==> src/pkg/pin_mux_pkg.sv <==
// package for the pin function multiplexer: register map, field layouts,
// function codes and the structs that carry pin drive and internal sources.
// assumes a 32-bit apb slave with byte addresses equal to four times the index.
package pin_mux_pkg;

	// ----------------------------------------------------------------
	// register map
	// ----------------------------------------------------------------
	localparam logic [7:0] PIN3_CFG_INDEX = 8'h51;  // printed index, byte addr = 4x
	localparam logic [7:0] CLKPIN_CFG_INDEX = 8'h52;
	localparam logic [7:0] SERIAL_AMP_CFG_INDEX = 8'h53;
	localparam int ADDR_W = 12;
	localparam logic [7:0] PIN3_CFG_RESET = 8'h01;
	localparam logic [7:0] CLKPIN_CFG_RESET = 8'h03;
	localparam logic [7:0] SERIAL_AMP_CFG_RESET = 8'h00;

	// ----------------------------------------------------------------
	// function select codes, shared by the two configurable pins
	// ----------------------------------------------------------------
	localparam logic [2:0] FN_LOW_OR_CLKIN = 3'h0;  // low level, or clock input on clkpin
	localparam logic [2:0] FN_TXRX_SWITCH = 3'h1;
	localparam logic [2:0] FN_ANTENNA = 3'h2;
	localparam logic [2:0] FN_AMP_CTRL = 3'h3;
	localparam logic [2:0] FN_DATA_IO = 3'h4;
	localparam logic [2:0] FN_DATA_CLOCK = 3'h5;
	localparam logic [2:0] FN_MONITOR = 3'h6;
	localparam logic [2:0] FN_IRQ_NOTIFY = 3'h7;

	// ----------------------------------------------------------------
	// field layouts (bit 7 first)
	// ----------------------------------------------------------------
	typedef struct packed {
		logic out_invert;      // bit 7
		logic open_drain;      // bit 6
		logic forced_value;    // bit 5
		logic force_enable;    // bit 4
		logic reserved3;       // bit 3, stored only
		logic [2:0] function_select;  // bits 2:0
	} pin_cfg_t;

	typedef struct packed {
		logic serial_out_open_drain;  // bit 7
		logic reserved6;
		logic serial_out_pin_select;  // bit 5
		logic serial_in_pin_select;   // bit 4
		logic [1:0] reserved32;
		logic amp_timing_select;      // bit 1
		logic amp_control_enable;     // bit 0
	} serial_amp_cfg_t;

	// a pin as seen by the pad: level and enable
	typedef struct packed {
		logic out;
		logic oe;
	} pin_drive_t;

	// internal radio signals that may be routed to a pin
	typedef struct packed {
		logic txrx_switch_signal;
		logic antenna_select_ctrl;
		logic amp_ctrl;
		logic data_out;
		logic data_oe;
		logic data_clock;
		logic monitor;
		logic interrupt_notify_n;
	} pin_sources_t;

endpackage

==> src/core/pin_drive_cell.sv <==
// one output stage: polarity, forced level and open-drain handling for a pin.
// purely combinational; the caller registers the result.
module pin_drive_cell
(
	input wire logic func_value,
	input wire logic func_oe,
	input wire logic out_invert,
	input wire logic open_drain,
	input wire logic force_enable,
	input wire logic forced_value,
	output pin_mux_pkg::pin_drive_t drive
);

	logic level;  // level the pad should show
	logic active;  // the pin is an output at all

	// ----------------------------------------------------------------
	// level and enable
	// ----------------------------------------------------------------
	// forcing bypasses the inversion, so software sees the literal level
	always_comb
	begin
		if (force_enable)
		begin
			level = forced_value;
			active = 1'b1;
		end
		else
		begin
			level = func_value ^ out_invert;
			active = func_oe;
		end
		// open drain only ever pulls low; a high is left to the pull-up
		if (open_drain)
		begin
			drive.out = 1'b0;
			drive.oe = active & ~level;
		end
		else
		begin
			drive.out = level;
			drive.oe = active;
		end
	end

endmodule

==> src/core/pin_function_mux_ctrl.sv <==
// pin function multiplexer: apb register file and the routing of internal
// radio signals onto the third general pin, the clock pin and the serial pins.
// assumes pins are synchronous to pclk and the pad resolves level from out/oe.
//
// Notes on behaviour
// - pin3 3-bit code picks its internal source
// - pin3 force enable drives the forced level
// - pin3 forced level ignores the inversion bit
// - pin3 invert bit flips the driven level
// - pin3 open-drain bit makes it pull-low only
// - clkpin code 0 is low-speed clock input
// - clkpin codes 5-7: data clock, monitor, irq
// - clkpin invert bit flips the driven level
// - clkpin open-drain bit makes it pull-low only
// - clkpin forced level ignores the inversion bit
// - clkpin force enable drives the forced level
// - serial out pin push-pull or open-drain
// - serial out: read data, or clock when deselected
// - serial in: write data, or data when deselected
// - amp control follows tx-on or amp-on timing
// - amp control held low when disabled
module pin_function_mux_ctrl
(
	input wire logic pclk,
	input wire logic presetn,
	input wire logic clk_en,
	// apb slave
	input wire logic psel,
	input wire logic penable,
	input wire logic pwrite,
	input wire logic [pin_mux_pkg::ADDR_W-1:0] paddr,
	input wire logic [31:0] pwdata,
	input wire logic [3:0] pstrb,
	output logic [31:0] prdata,
	output logic pready,
	output logic pslverr,
	// internal radio signals
	input wire logic txrx_switch_signal,
	input wire logic antenna_select_ctrl,
	input wire logic tx_on_timing,
	input wire logic amplifier_on_timing,
	input wire logic radio_data_out,
	input wire logic radio_data_oe,
	input wire logic rx_active,
	input wire logic rx_data_clock,
	input wire logic tx_data_clock,
	input wire logic monitor_signal,
	input wire logic interrupt_notify_n,
	input wire logic serial_read_data,
	input wire logic serial_read_oe,
	output logic radio_data_in,
	output logic low_speed_clock_in,
	output logic serial_write_data,
	// pads
	input wire logic pin3_in,
	output logic pin3_out,
	output logic pin3_oe,
	input wire logic clkpin_in,
	output logic clkpin_out,
	output logic clkpin_oe,
	input wire logic serial_chip_select_n,
	output logic serial_out_pin,
	output logic serial_out_oe,
	input wire logic serial_in_pin,
	output logic serial_in_out,
	output logic serial_in_oe
);

	// ----------------------------------------------------------------
	// functions
	// ----------------------------------------------------------------
	// map a byte address to a register slot, 0 = none, 1..3 = registers
	function automatic logic [1:0] reg_slot(input logic [pin_mux_pkg::ADDR_W-1:0] addr);
		logic [1:0] slot;
		slot = 2'h0;
		if (addr[1:0] == 2'h0)
		begin
			if (addr[pin_mux_pkg::ADDR_W-1:2] == 10'(pin_mux_pkg::PIN3_CFG_INDEX))
				slot = 2'h1;
			else if (addr[pin_mux_pkg::ADDR_W-1:2] == 10'(pin_mux_pkg::CLKPIN_CFG_INDEX))
				slot = 2'h2;
			else if (addr[pin_mux_pkg::ADDR_W-1:2] == 10'(pin_mux_pkg::SERIAL_AMP_CFG_INDEX))
				slot = 2'h3;
		end
		return slot;
	endfunction

	// source level for a function code; code 0 is a low level (or input)
	function automatic logic source_level(input logic [2:0] code,
		input pin_mux_pkg::pin_sources_t src);
		logic v;
		v = 1'b0;
		unique case (code)
			pin_mux_pkg::FN_LOW_OR_CLKIN: v = 1'b0;
			pin_mux_pkg::FN_TXRX_SWITCH: v = src.txrx_switch_signal;
			pin_mux_pkg::FN_ANTENNA: v = src.antenna_select_ctrl;
			pin_mux_pkg::FN_AMP_CTRL: v = src.amp_ctrl;
			pin_mux_pkg::FN_DATA_IO: v = src.data_out;
			pin_mux_pkg::FN_DATA_CLOCK: v = src.data_clock;
			pin_mux_pkg::FN_MONITOR: v = src.monitor;
			pin_mux_pkg::FN_IRQ_NOTIFY: v = src.interrupt_notify_n;
		endcase
		return v;
	endfunction

	// output enable for a function code; the data code follows the radio
	function automatic logic source_oe(input logic [2:0] code, input logic code0_is_input,
		input logic data_oe);
		logic e;
		e = 1'b1;
		if (code == pin_mux_pkg::FN_DATA_IO)
			e = data_oe;
		else if (code == pin_mux_pkg::FN_LOW_OR_CLKIN)
			e = ~code0_is_input;
		return e;
	endfunction

	// ----------------------------------------------------------------
	// registers
	// ----------------------------------------------------------------
	pin_mux_pkg::pin_cfg_t pin3_cfg_q;  // third general pin
	pin_mux_pkg::pin_cfg_t clkpin_cfg_q;  // low-speed clock pin
	pin_mux_pkg::serial_amp_cfg_t serial_amp_cfg_q;  // serial pins and amplifier
	logic [1:0] slot;  // decoded register slot
	logic write_now;  // write commits at the completing edge
	logic [7:0] read_byte;  // selected register contents

	assign slot = reg_slot(paddr);
	assign write_now = psel & penable & pready & pwrite & (slot != 2'h0) & pstrb[0];

	// ----------------------------------------------------------------
	// apb handshake
	// ----------------------------------------------------------------
	// one wait state keeps pready and prdata straight from flip-flops
	always_ff @(posedge pclk or negedge presetn)
	begin
		if (!presetn)
			pready <= 1'b0;
		else if (clk_en)
			pready <= psel & penable & ~pready;
	end

	// unmapped or misaligned addresses answer with an error, no side effect
	always_ff @(posedge pclk or negedge presetn)
	begin
		if (!presetn)
			pslverr <= 1'b0;
		else if (clk_en)
			pslverr <= psel & penable & ~pready & (slot == 2'h0);
	end

	always_comb
	begin
		unique case (slot)
			2'h1: read_byte = pin3_cfg_q;
			2'h2: read_byte = clkpin_cfg_q;
			2'h3: read_byte = serial_amp_cfg_q;
			default: read_byte = 8'h00;
		endcase
	end

	// read data is loaded with pready and held through the completing edge
	always_ff @(posedge pclk or negedge presetn)
	begin
		if (!presetn)
			prdata <= 32'h0000_0000;
		else if (clk_en && psel && penable && !pready)
			prdata <= {24'h00_0000, read_byte};
	end

	// ----------------------------------------------------------------
	// configuration storage
	// ----------------------------------------------------------------
	// reserved bits are kept so software reads back what it wrote
	always_ff @(posedge pclk or negedge presetn)
	begin
		if (!presetn)
			pin3_cfg_q <= pin_mux_pkg::PIN3_CFG_RESET;
		else if (clk_en && write_now && slot == 2'h1)
			pin3_cfg_q <= pwdata[7:0];
	end

	always_ff @(posedge pclk or negedge presetn)
	begin
		if (!presetn)
			clkpin_cfg_q <= pin_mux_pkg::CLKPIN_CFG_RESET;
		else if (clk_en && write_now && slot == 2'h2)
			clkpin_cfg_q <= pwdata[7:0];
	end

	always_ff @(posedge pclk or negedge presetn)
	begin
		if (!presetn)
			serial_amp_cfg_q <= pin_mux_pkg::SERIAL_AMP_CFG_RESET;
		else if (clk_en && write_now && slot == 2'h3)
			serial_amp_cfg_q <= pwdata[7:0];
	end

	// ----------------------------------------------------------------
	// internal sources
	// ----------------------------------------------------------------
	pin_mux_pkg::pin_sources_t src;  // signals offered to the pins
	logic amp_ctrl;  // external amplifier control
	logic data_clock;  // rx clock while receiving, tx clock otherwise
	logic serial_deselected;  // chip select high: data pins lent to radio

	// disabled amp control is held low whatever the timing choice
	assign amp_ctrl = serial_amp_cfg_q.amp_control_enable &
		(serial_amp_cfg_q.amp_timing_select ? amplifier_on_timing : tx_on_timing);
	assign data_clock = rx_active ? rx_data_clock : tx_data_clock;
	assign serial_deselected = serial_chip_select_n;

	always_comb
	begin
		src.txrx_switch_signal = txrx_switch_signal;
		src.antenna_select_ctrl = antenna_select_ctrl;
		src.amp_ctrl = amp_ctrl;
		src.data_out = radio_data_out;
		src.data_oe = radio_data_oe;
		src.data_clock = data_clock;
		src.monitor = monitor_signal;
		src.interrupt_notify_n = interrupt_notify_n;
	end

	// ----------------------------------------------------------------
	// output stages
	// ----------------------------------------------------------------
	pin_mux_pkg::pin_drive_t pin3_d;
	pin_mux_pkg::pin_drive_t clkpin_d;
	pin_mux_pkg::pin_drive_t sdo_d;
	logic sdo_value;  // read data or data clock
	logic sdo_enable;  // read data only drives while the port reads

	// serial out pin carries the data clock only while deselected
	assign sdo_value = (serial_amp_cfg_q.serial_out_pin_select && serial_deselected) ?
		data_clock : serial_read_data;
	assign sdo_enable = (serial_amp_cfg_q.serial_out_pin_select && serial_deselected) ?
		1'b1 : serial_read_oe;

	// reserved bit 3 is not wired to the stage
	pin_drive_cell u_pin3_stage
	(
		.func_value(source_level(pin3_cfg_q.function_select, src)),
		.func_oe(source_oe(pin3_cfg_q.function_select, 1'b0, radio_data_oe)),
		.out_invert(pin3_cfg_q.out_invert),
		.open_drain(pin3_cfg_q.open_drain),
		.force_enable(pin3_cfg_q.force_enable),
		.forced_value(pin3_cfg_q.forced_value),
		.drive(pin3_d)
	);

	// code 0 turns the clock pin into an input
	pin_drive_cell u_clkpin_stage
	(
		.func_value(source_level(clkpin_cfg_q.function_select, src)),
		.func_oe(source_oe(clkpin_cfg_q.function_select, 1'b1, radio_data_oe)),
		.out_invert(clkpin_cfg_q.out_invert),
		.open_drain(clkpin_cfg_q.open_drain),
		.force_enable(clkpin_cfg_q.force_enable),
		.forced_value(clkpin_cfg_q.forced_value),
		.drive(clkpin_d)
	);

	// the serial out pin has no inversion or forcing
	pin_drive_cell u_sdo_stage
	(
		.func_value(sdo_value),
		.func_oe(sdo_enable),
		.out_invert(1'b0),
		.open_drain(serial_amp_cfg_q.serial_out_open_drain),
		.force_enable(1'b0),
		.forced_value(1'b0),
		.drive(sdo_d)
	);

	// ----------------------------------------------------------------
	// pad registers
	// ----------------------------------------------------------------
	// registering costs one cycle of delay but keeps pads glitch free
	always_ff @(posedge pclk or negedge presetn)
	begin
		if (!presetn)
		begin
			pin3_out <= 1'b0;
			pin3_oe <= 1'b0;
			clkpin_out <= 1'b0;
			clkpin_oe <= 1'b0;
			serial_out_pin <= 1'b0;
			serial_out_oe <= 1'b0;
		end
		else if (clk_en)
		begin
			pin3_out <= pin3_d.out;
			pin3_oe <= pin3_d.oe;
			clkpin_out <= clkpin_d.out;
			clkpin_oe <= clkpin_d.oe;
			serial_out_pin <= sdo_d.out;
			serial_out_oe <= sdo_d.oe;
		end
	end

	// serial in pin doubles as the radio data pin while deselected
	always_ff @(posedge pclk or negedge presetn)
	begin
		if (!presetn)
		begin
			serial_in_out <= 1'b0;
			serial_in_oe <= 1'b0;
		end
		else if (clk_en)
		begin
			serial_in_out <= radio_data_out;
			serial_in_oe <= serial_amp_cfg_q.serial_in_pin_select & serial_deselected &
				radio_data_oe;
		end
	end

	// ----------------------------------------------------------------
	// inputs gathered from the pads
	// ----------------------------------------------------------------
	// when several pins carry data, pin3 wins, then clkpin, then serial in
	always_ff @(posedge pclk or negedge presetn)
	begin
		if (!presetn)
			radio_data_in <= 1'b0;
		else if (clk_en)
		begin
			if (pin3_cfg_q.function_select == pin_mux_pkg::FN_DATA_IO)
				radio_data_in <= pin3_in;
			else if (clkpin_cfg_q.function_select == pin_mux_pkg::FN_DATA_IO)
				radio_data_in <= clkpin_in;
			else if (serial_amp_cfg_q.serial_in_pin_select && serial_deselected)
				radio_data_in <= serial_in_pin;
			else
				radio_data_in <= 1'b0;
		end
	end

	// low-speed clock only passes in input mode, otherwise held low
	always_ff @(posedge pclk or negedge presetn)
	begin
		if (!presetn)
			low_speed_clock_in <= 1'b0;
		else if (clk_en)
			low_speed_clock_in <= (clkpin_cfg_q.function_select ==
				pin_mux_pkg::FN_LOW_OR_CLKIN) & clkpin_in;
	end

	// write data reaches the serial port only while it owns the pin
	always_ff @(posedge pclk or negedge presetn)
	begin
		if (!presetn)
			serial_write_data <= 1'b0;
		else if (clk_en)
			serial_write_data <= (serial_amp_cfg_q.serial_in_pin_select && serial_deselected) ?
				1'b0 : serial_in_pin;
	end

	// ----------------------------------------------------------------
	// assertions
	// ----------------------------------------------------------------
	property p_pin3_low_code;
		@(posedge pclk) disable iff (!presetn)
		clk_en && pin3_cfg_q[7:0] == 8'h00 |=> pin3_out == 1'b0 && pin3_oe;
	endproperty
	a_pin3_low_code: assert property (p_pin3_low_code) else $error("pin3 code 0 not low");

	property p_pin3_force;
		@(posedge pclk) disable iff (!presetn)
		clk_en && pin3_cfg_q.force_enable && !pin3_cfg_q.open_drain |=>
			pin3_oe && pin3_out == $past(pin3_cfg_q.forced_value);
	endproperty
	a_pin3_force: assert property (p_pin3_force) else $error("pin3 forced level wrong");

	property p_pin3_invert;
		@(posedge pclk) disable iff (!presetn)
		clk_en && pin3_cfg_q[6:0] == 7'h01 |=>
			pin3_out == ($past(txrx_switch_signal) ^ $past(pin3_cfg_q.out_invert));
	endproperty
	a_pin3_invert: assert property (p_pin3_invert) else $error("pin3 polarity wrong");

	property p_pin3_open_drain;
		@(posedge pclk) disable iff (!presetn)
		clk_en && pin3_cfg_q.open_drain |=> pin3_out == 1'b0;
	endproperty
	a_pin3_open_drain: assert property (p_pin3_open_drain) else $error("pin3 drove high in od");

	property p_clkpin_input;
		@(posedge pclk) disable iff (!presetn)
		clk_en && clkpin_cfg_q.function_select == 3'h0 && !clkpin_cfg_q.force_enable
			|=> !clkpin_oe && low_speed_clock_in == $past(clkpin_in);
	endproperty
	a_clkpin_input: assert property (p_clkpin_input) else $error("clkpin not an input");

	property p_clkpin_data_clock;
		@(posedge pclk) disable iff (!presetn)
		clk_en && clkpin_cfg_q[6:0] == 7'h05 && rx_active |=>
			clkpin_out == ($past(rx_data_clock) ^ $past(clkpin_cfg_q.out_invert));
	endproperty
	a_clkpin_data_clock: assert property (p_clkpin_data_clock) else $error("rx clock missing");

	property p_clkpin_force;
		@(posedge pclk) disable iff (!presetn)
		clk_en && clkpin_cfg_q.force_enable && clkpin_cfg_q.out_invert &&
			!clkpin_cfg_q.open_drain |=> clkpin_out == $past(clkpin_cfg_q.forced_value);
	endproperty
	a_clkpin_force: assert property (p_clkpin_force) else $error("clkpin force inverted");

	property p_sdo_clock_mode;
		@(posedge pclk) disable iff (!presetn)
		clk_en && serial_amp_cfg_q[7:5] == 3'h1 && serial_chip_select_n |=>
			serial_out_oe && serial_out_pin == $past(data_clock);
	endproperty
	a_sdo_clock_mode: assert property (p_sdo_clock_mode) else $error("sdo clock mode wrong");

	property p_amp_disabled;
		@(posedge pclk) disable iff (!presetn)
		clk_en && !serial_amp_cfg_q.amp_control_enable && pin3_cfg_q[7:0] == 8'h03
			|=> pin3_out == 1'b0;
	endproperty
	a_amp_disabled: assert property (p_amp_disabled) else $error("amp control not held low");

	property p_write_effect;
		@(posedge pclk) disable iff (!presetn)
		clk_en && write_now && slot == 2'h3 |=> serial_amp_cfg_q == $past(pwdata[7:0]);
	endproperty
	a_write_effect: assert property (p_write_effect) else $error("write not stored");

endmodule

==> config.mk <==
export PLATFORM = sky130hd
export DESIGN_NAME = pin_function_mux_ctrl
export DESIGN_NICKNAME = d
export VERILOG_FILES = /design/src/pkg/pin_mux_pkg.sv /design/src/core/pin_drive_cell.sv /design/src/core/pin_function_mux_ctrl.sv
export SDC_FILE = /design/constraint.sdc
export NUM_CORES = 1
export LEC_CHECK = 0
export ABC_CLOCK_PERIOD_IN_PS = 3700
export BUFFER_PORTS_ARGS = -buffer_cell sky130_fd_sc_hd__buf_4
export CELL_PAD_IN_SITES_DETAIL_PLACEMENT = 0
export CELL_PAD_IN_SITES_GLOBAL_PLACEMENT = 1
export CORE_MARGIN = 8
export CORE_UTILIZATION = 37
export CTS_CLUSTER_SIZE = 24
export DETAILED_ROUTE_END_ITERATION = 8
export GPL_TIMING_DRIVEN = 1
export PLACE_DENSITY_LB_ADDON = 0.08
export REMOVE_ABC_BUFFERS = 1
export SLEW_MARGIN = 15
export SYNTH_ARGS = -nofsm -noshare
export SYNTH_HDL_FRONTEND = slang
export SYNTH_SLANG_ARGS = --single-unit
==> constraint.sdc <==
create_clock -name pclk -period 3.7 [get_ports pclk]
set_clock_uncertainty 0.1 [all_clocks]
set_input_delay 1.11 -clock pclk [delete_from_list [all_inputs] [get_ports pclk]]
set_output_delay 1.11 -clock pclk [all_outputs]
set_load 0.005 [all_outputs]
After elaboration in Yosys (flattened, before gate mapping)
Cells that the tools add are included.

operators by class
  mux-type cells = 25
  equality and inequality tests = 20
  bitwise gates (word level) = 20
  reduce and logical (&&, ||, !) cells = 15

operators by type and width
  operator                                                                number
  10-bit by 7-bit equality test with 1-bit output, second input constant  3
  3-bit equality test, second input constant                              8
  8-bit one-hot mux with 3 select lines                                   1
  1-bit one-hot mux with 8 select lines                                   2
  1-bit 2-to-1 mux                                                        15
  1-bit AND                                                               14
  2-bit 2-to-1 mux                                                        7
  3-bit by 2-bit equality test with 1-bit output, second input constant   4
  1-bit logical AND                                                       9
  3-bit by 1-bit equality test with 1-bit output, second input constant   2
  3-bit zero test                                                         2
  2-bit equality test, second input constant                              2
  2-bit zero test                                                         2
  1-bit inverter                                                          4
  2-bit by 1-bit equality test with 1-bit output, second input constant   1
  2-bit nonzero test                                                      1
  1-bit XOR                                                               2
  1-bit zero test                                                         1

word-level totals
  input port bits = 71
  bits in registers = 45

Longest topological paths before layout
  depth in word-level cells = 10
  depth in mapped cells = 6

By module
Synthesis repeated with hierarchy kept, for this count alone.

second synthesis, totals
  cells, all modules = 227
  area total of the unflattened synthesis = 2519.9 um^2

by module, submodules not included
  module                 times used  area an instance (um^2)  cells each
  pin_function_mux_ctrl  1           2381.0                   212
  pin_drive_cell         3           46.3                     5

Least setup slack after synthesis
Ideal clock, no wire load.

  path type = input-to-reg
  start point = input port paddr[11] (netlist bit)
  end point = register clkpin_cfg_q[2] (netlist bit)
  path slack = 1.000 ns
  setup time = 0.125 ns
  stages on the path = 4
  arrival = 2.475 ns
  required time = 3.475 ns
  path through = nor4b_4 -> nand4_4 -> nor4_4 -> mux2_2

between the ends
  word-level cells in the longest chain between the ends = 10
  elaborated cells on any way between the ends = 13
  those cells by class = eq/ne (4); mux (4); bitwise (2); reduce/logical (3)

ends and longest elaborated chain
  element                                          line                          RTL
  from (decl)                                      pin_function_mux_ctrl.sv:31   input wire logic [pin_mux_pkg::ADDR_W-1:0] paddr,
  10-bit by 7-bit equality test with 1-bit output  pin_function_mux_ctrl.sv:82   else if (addr[pin_mux_pkg::ADDR_W-1:2] == 10'(pin_mux_pkg::SERIAL_AMP_CFG_INDEX))
  2-bit 2-to-1 mux                                 pin_function_mux_ctrl.sv:82
  2-bit 2-to-1 mux                                 pin_function_mux_ctrl.sv:80   else if (addr[pin_mux_pkg::ADDR_W-1:2] == 10'(pin_mux_pkg::CLKPIN_CFG_INDEX))
  2-bit 2-to-1 mux (*)                             pin_function_mux_ctrl.sv:78   if (addr[pin_mux_pkg::ADDR_W-1:2] == 10'(pin_mux_pkg::PIN3_CFG_INDEX))
  2-bit 2-to-1 mux (*)                             pin_function_mux_ctrl.sv:76   if (addr[1:0] == 2'h0)
  2-bit nonzero test                               pin_function_mux_ctrl.sv:129  assign write_now = psel & penable & pready & pwrite & (slot != 2'h0) & pstrb[0];
  1-bit AND (2 in series)                          pin_function_mux_ctrl.sv:129
  1-bit logical AND                                pin_function_mux_ctrl.sv:187  else if (clk_en && write_now && slot == 2'h2)
  1-bit logical AND (*)                            pin_function_mux_ctrl.sv:187
  to (signal assigned)                             pin_function_mux_ctrl.sv:186  clkpin_cfg_q <= pin_mux_pkg::CLKPIN_CFG_RESET;
  to (signal assigned)                             pin_function_mux_ctrl.sv:188  clkpin_cfg_q <= pwdata[7:0];
  to (decl)                                        pin_function_mux_ctrl.sv:122  pin_mux_pkg::pin_cfg_t clkpin_cfg_q;

Mark *: on every way between the ends. The rest lies on a longest branch, timed or not.
A chain may end at the register's enable or synchronous reset.

Worst setup path in the final report
  start point = input port paddr[5] (netlist bit)
  end point = register serial_amp_cfg_q[3] (netlist bit)

between the ends
  word-level cells in the longest chain between the ends = 10
  elaborated cells on any way between the ends = 13
  those cells by class = eq/ne (4); mux (4); bitwise (2); reduce/logical (3)

ends and longest elaborated chain
  element                                          line                          RTL
  10-bit by 7-bit equality test with 1-bit output  pin_function_mux_ctrl.sv:82
  2-bit 2-to-1 mux                                 pin_function_mux_ctrl.sv:82
  2-bit 2-to-1 mux                                 pin_function_mux_ctrl.sv:80
  2-bit 2-to-1 mux (*)                             pin_function_mux_ctrl.sv:78
  2-bit 2-to-1 mux (*)                             pin_function_mux_ctrl.sv:76
  2-bit nonzero test                               pin_function_mux_ctrl.sv:129
  1-bit AND (2 in series)                          pin_function_mux_ctrl.sv:129
  1-bit logical AND                                pin_function_mux_ctrl.sv:195  else if (clk_en && write_now && slot == 2'h3)
  1-bit logical AND (*)                            pin_function_mux_ctrl.sv:195
  to (signal assigned)                             pin_function_mux_ctrl.sv:194  serial_amp_cfg_q <= pin_mux_pkg::SERIAL_AMP_CFG_RESET;
  to (signal assigned)                             pin_function_mux_ctrl.sv:196  serial_amp_cfg_q <= pwdata[7:0];
  to (decl)                                        pin_function_mux_ctrl.sv:123  pin_mux_pkg::serial_amp_cfg_t serial_amp_cfg_q;

Marked as above.

==> results by group <==
Status
  • Status: finished clean

Placement
  • Port Buffers: 64
  • Dpl hpwl: 4890 microns
  • RD Place Congestion: 0.711

Logic synthesis
  • Simple-gate share of the synthesized area: 15.2%
  • #FFs+latches synth: 45
  • Synth unique cells: 44
  • Number of synthesized flops with an enable pin: 0
  • Syn Area/Cell: 10.5 sq um
  • Post-Synth Adder-Cell Area: 0%
  • Synth Instances: 238
  • Synthesis Warnings: 0
  • Synth Area in Compound Gates: 12.6%
  • Top FF cell, synth: dfrtp_1
  • Main combinational cell family by area after synthesis: multiplexers
  • XOR/XNOR Fraction of Synth Area: 1.05%
  • Seq/Total Area, Yosys: 45.1%
  • Cell area after synthesis: 0.00251 sq mm
  • Post-synthesis mux area share: 16.5%
  • Fraction of registers with async set/reset: 100%

Route
  • Wl on met1: 2810 microns
  • DR iter-0 viols: 27
  • WL per Instance: 16.6 microns
  • Vias post-DR: 1917
  • DRC errors left: 0
  • Vias per cell: 5.01
  • Routed Antenna Nets: 0
  • Met3 WL post-DR: 328 microns
  • DR WL met2: 3150 microns
  • Top sig layer: met4
  • Total Wirelength: 6360 microns
  • 1st-pass router iterations: 4

Worst setup path
  • Worst Setup Path Type: in2reg
  • Req. time, crit path: 3790 ps
  • Worst reg2reg setup slack: 1600 ps
  • Worst setup EP type: flop
  • Path depth of the worst reg2reg path: 5
  • Worst setup SP type: primary input
  • R2R Path Start: clkpin_cfg_q[0]
  • CP Max Fanout: 10
  • Critical Path End: serial_amp_cfg_q[3]
  • Worst r2r dst: clkpin_oe
  • Critical Path Start: paddr[5]
  • Arr. time, crit path: 2740 ps

Clocking
  • # Post-CTS Setup Buffers: 0
  • CTS Root Cell: clkbuf_8
  • Post-CTS Hold Buffers: 0
  • Clock tree sinks: 45
  • H-tree levels: 2
  • Clk Latency, worst-skew pair: 300 ps
  • TritonCTS clock tree: yes
  • PostCTS Resize Cnt: 0
  • Clk buf depth: 2
  • Clock Pin Slew Worst Setup and Hold Paths: 90 ps
  • TritonCTS buffer count: 5

Floorplan
  • Num rows: 30
  • I/O pin cnt: 116
  • Die area: 0.00967 sq mm
  • Initial Util: 37.5%
  • Die Ht: 98.3 microns
  • Core Box Area: 0.00668 sq mm
  • Die width: 98.3 microns

STA
  • RSZ-0062 raised after global routing: false
  • Hold_ws: 389 ps
  • Final Cycle Share: 71.5%
  • Setup TNS: 0 ps
  • Relative slew slack: 61.1%
  • Worst-Margin Slew: 584 ps
  • Min cycle time layout: 2640 ps
  • Final setup vio count: 0
  • F_max: 0.378 GHz
  • Max-slew violation count: 0
  • Fin. Hold Viols: 0

Layout
  • P&R area growth vs syn: 23.7%
  • Leading cell type in the layout, fill and taps excluded: buf_4
  • Most frequent cells in the layout: 67 x buf_4, 42 x dfrtp_1, 24 x conb_1
  • Final net count: 373
  • Number of antenna diodes: 0
  • Share of cells above drive strength 1: 36.3%

Global route
  • Largest net degree at the start of global routing: 46
  • Initial antenna violation count: 0
  • Overall Global Routing Usage: 13.5%
  • First-pass GRT wire length: 10500 microns
  • GR Overflow Total: 0
  • Vias in the first global route: 1974

Power
  • Maximum vdd drop: 0.161 mV
  • Leak: 1.49 nW
  • Pwr/cell area: 328 mW/mm^2

Min path
  • Hold Crit Class: reg2reg

Job
  • Max cap viols: 0
-- worst min-delay path by stage --
stage | startpoint | end | slack, ps | cells after the start
after floorplan | prdata[0] | prdata[0] | 370 | 2
after global placement | serial_out_oe | serial_out_oe | 370 | 1
after detailed placement | prdata[7] | prdata[7] | 380 | 2
after CTS | prdata[7] | prdata[7] | 400 | 2
after global routing | prdata[0] | prdata[0] | 420 | 2
final | prdata[6] | prdata[6] | 390 | 2
-- critical path, cell delays in order --
cell and delay [ps]:
buf_4 120, nor4_4 370, nand4_4 250, nor3_1 230
nand2_1 290, mux2_2 370
-- where the power goes --
group          leakage, nW  switching [mW]  internal (mW)
combinational        0.831          0.0540         0.0547
clock               0.0574           0.182          0.220
sequential           0.601         0.00515          0.501
-- synth_stat cells, types with 3 or more instances --
| master | instances | area (sq um) |
|---|---|---|
| a211oi_1 | 4 | 30.0 |
| a21oi_1 | 15 | 75.1 |
| buf_4 | 24 | 180 |
| clkbuf_1 | 7 | 26.3 |
| dfrtp_1 | 42 | 1050 |
| dfstp_2 | 3 | 78.8 |
| inv_1 | 6 | 22.5 |
| mux2_1 | 3 | 33.8 |
| mux2_2 | 23 | 259 |
| mux2i_1 | 12 | 120 |
| nand2_1 | 15 | 56.3 |
| nand3_1 | 6 | 30.0 |
| nand3b_1 | 3 | 22.5 |
| nor2_1 | 19 | 71.3 |
| o21ai_0 | 18 | 90.1 |
-- per-layer routing --
metal	global-route usage, %	vias to the layer above
met5	0	-
met1	16.9	937
met3	3.70	6
met2	22.0	48
met4	4.25	0
li1	-	926
-- sequential cells by signal, summed over array words and instances (netlist names), 8 cells and up --
register and flops:
serial_amp_cfg_q 8, pin3_cfg_q 8, clkpin_cfg_q 8, prdata 8
-- kinds of logic after synthesis --
logic type	Yosys count
other cells	1
flops	45
simple gates	61
mux	38
xor+xnor	3
compound gates	51
buf+inv	39
-- area by class of cell --
cell class / count / area (sq um)
Multi-Input combinational cell: 177 / 1230
Clock buffer: 6 / 82.6
Fill cell: 653 / 3580
Clock inverter: 2 / 37.5
Sequential cell: 45 / 1130
Inverter: 6 / 22.5
Timing Repair Buffer: 67 / 503
Tap cell: 80 / 100
-- through the flow --
step | util, % | setup slack, ps | power [mW] | cell area, sq um | std cells
floorplan | - | 1000 | 0.546 | 2380 | 228
global placement | 44.6 | 714 | 0.625 | 2980 | 375
detailed placement | 44.6 | 709 | 0.626 | 2980 | 375
CTS | 46.4 | 1030 | 1.02 | 3100 | 383
global route | 46.4 | 969 | 1.06 | 3100 | 383
finish | 46.4 | 1060 | 1.02 | 3100 | 383
(Power assumes the default switching activity.)
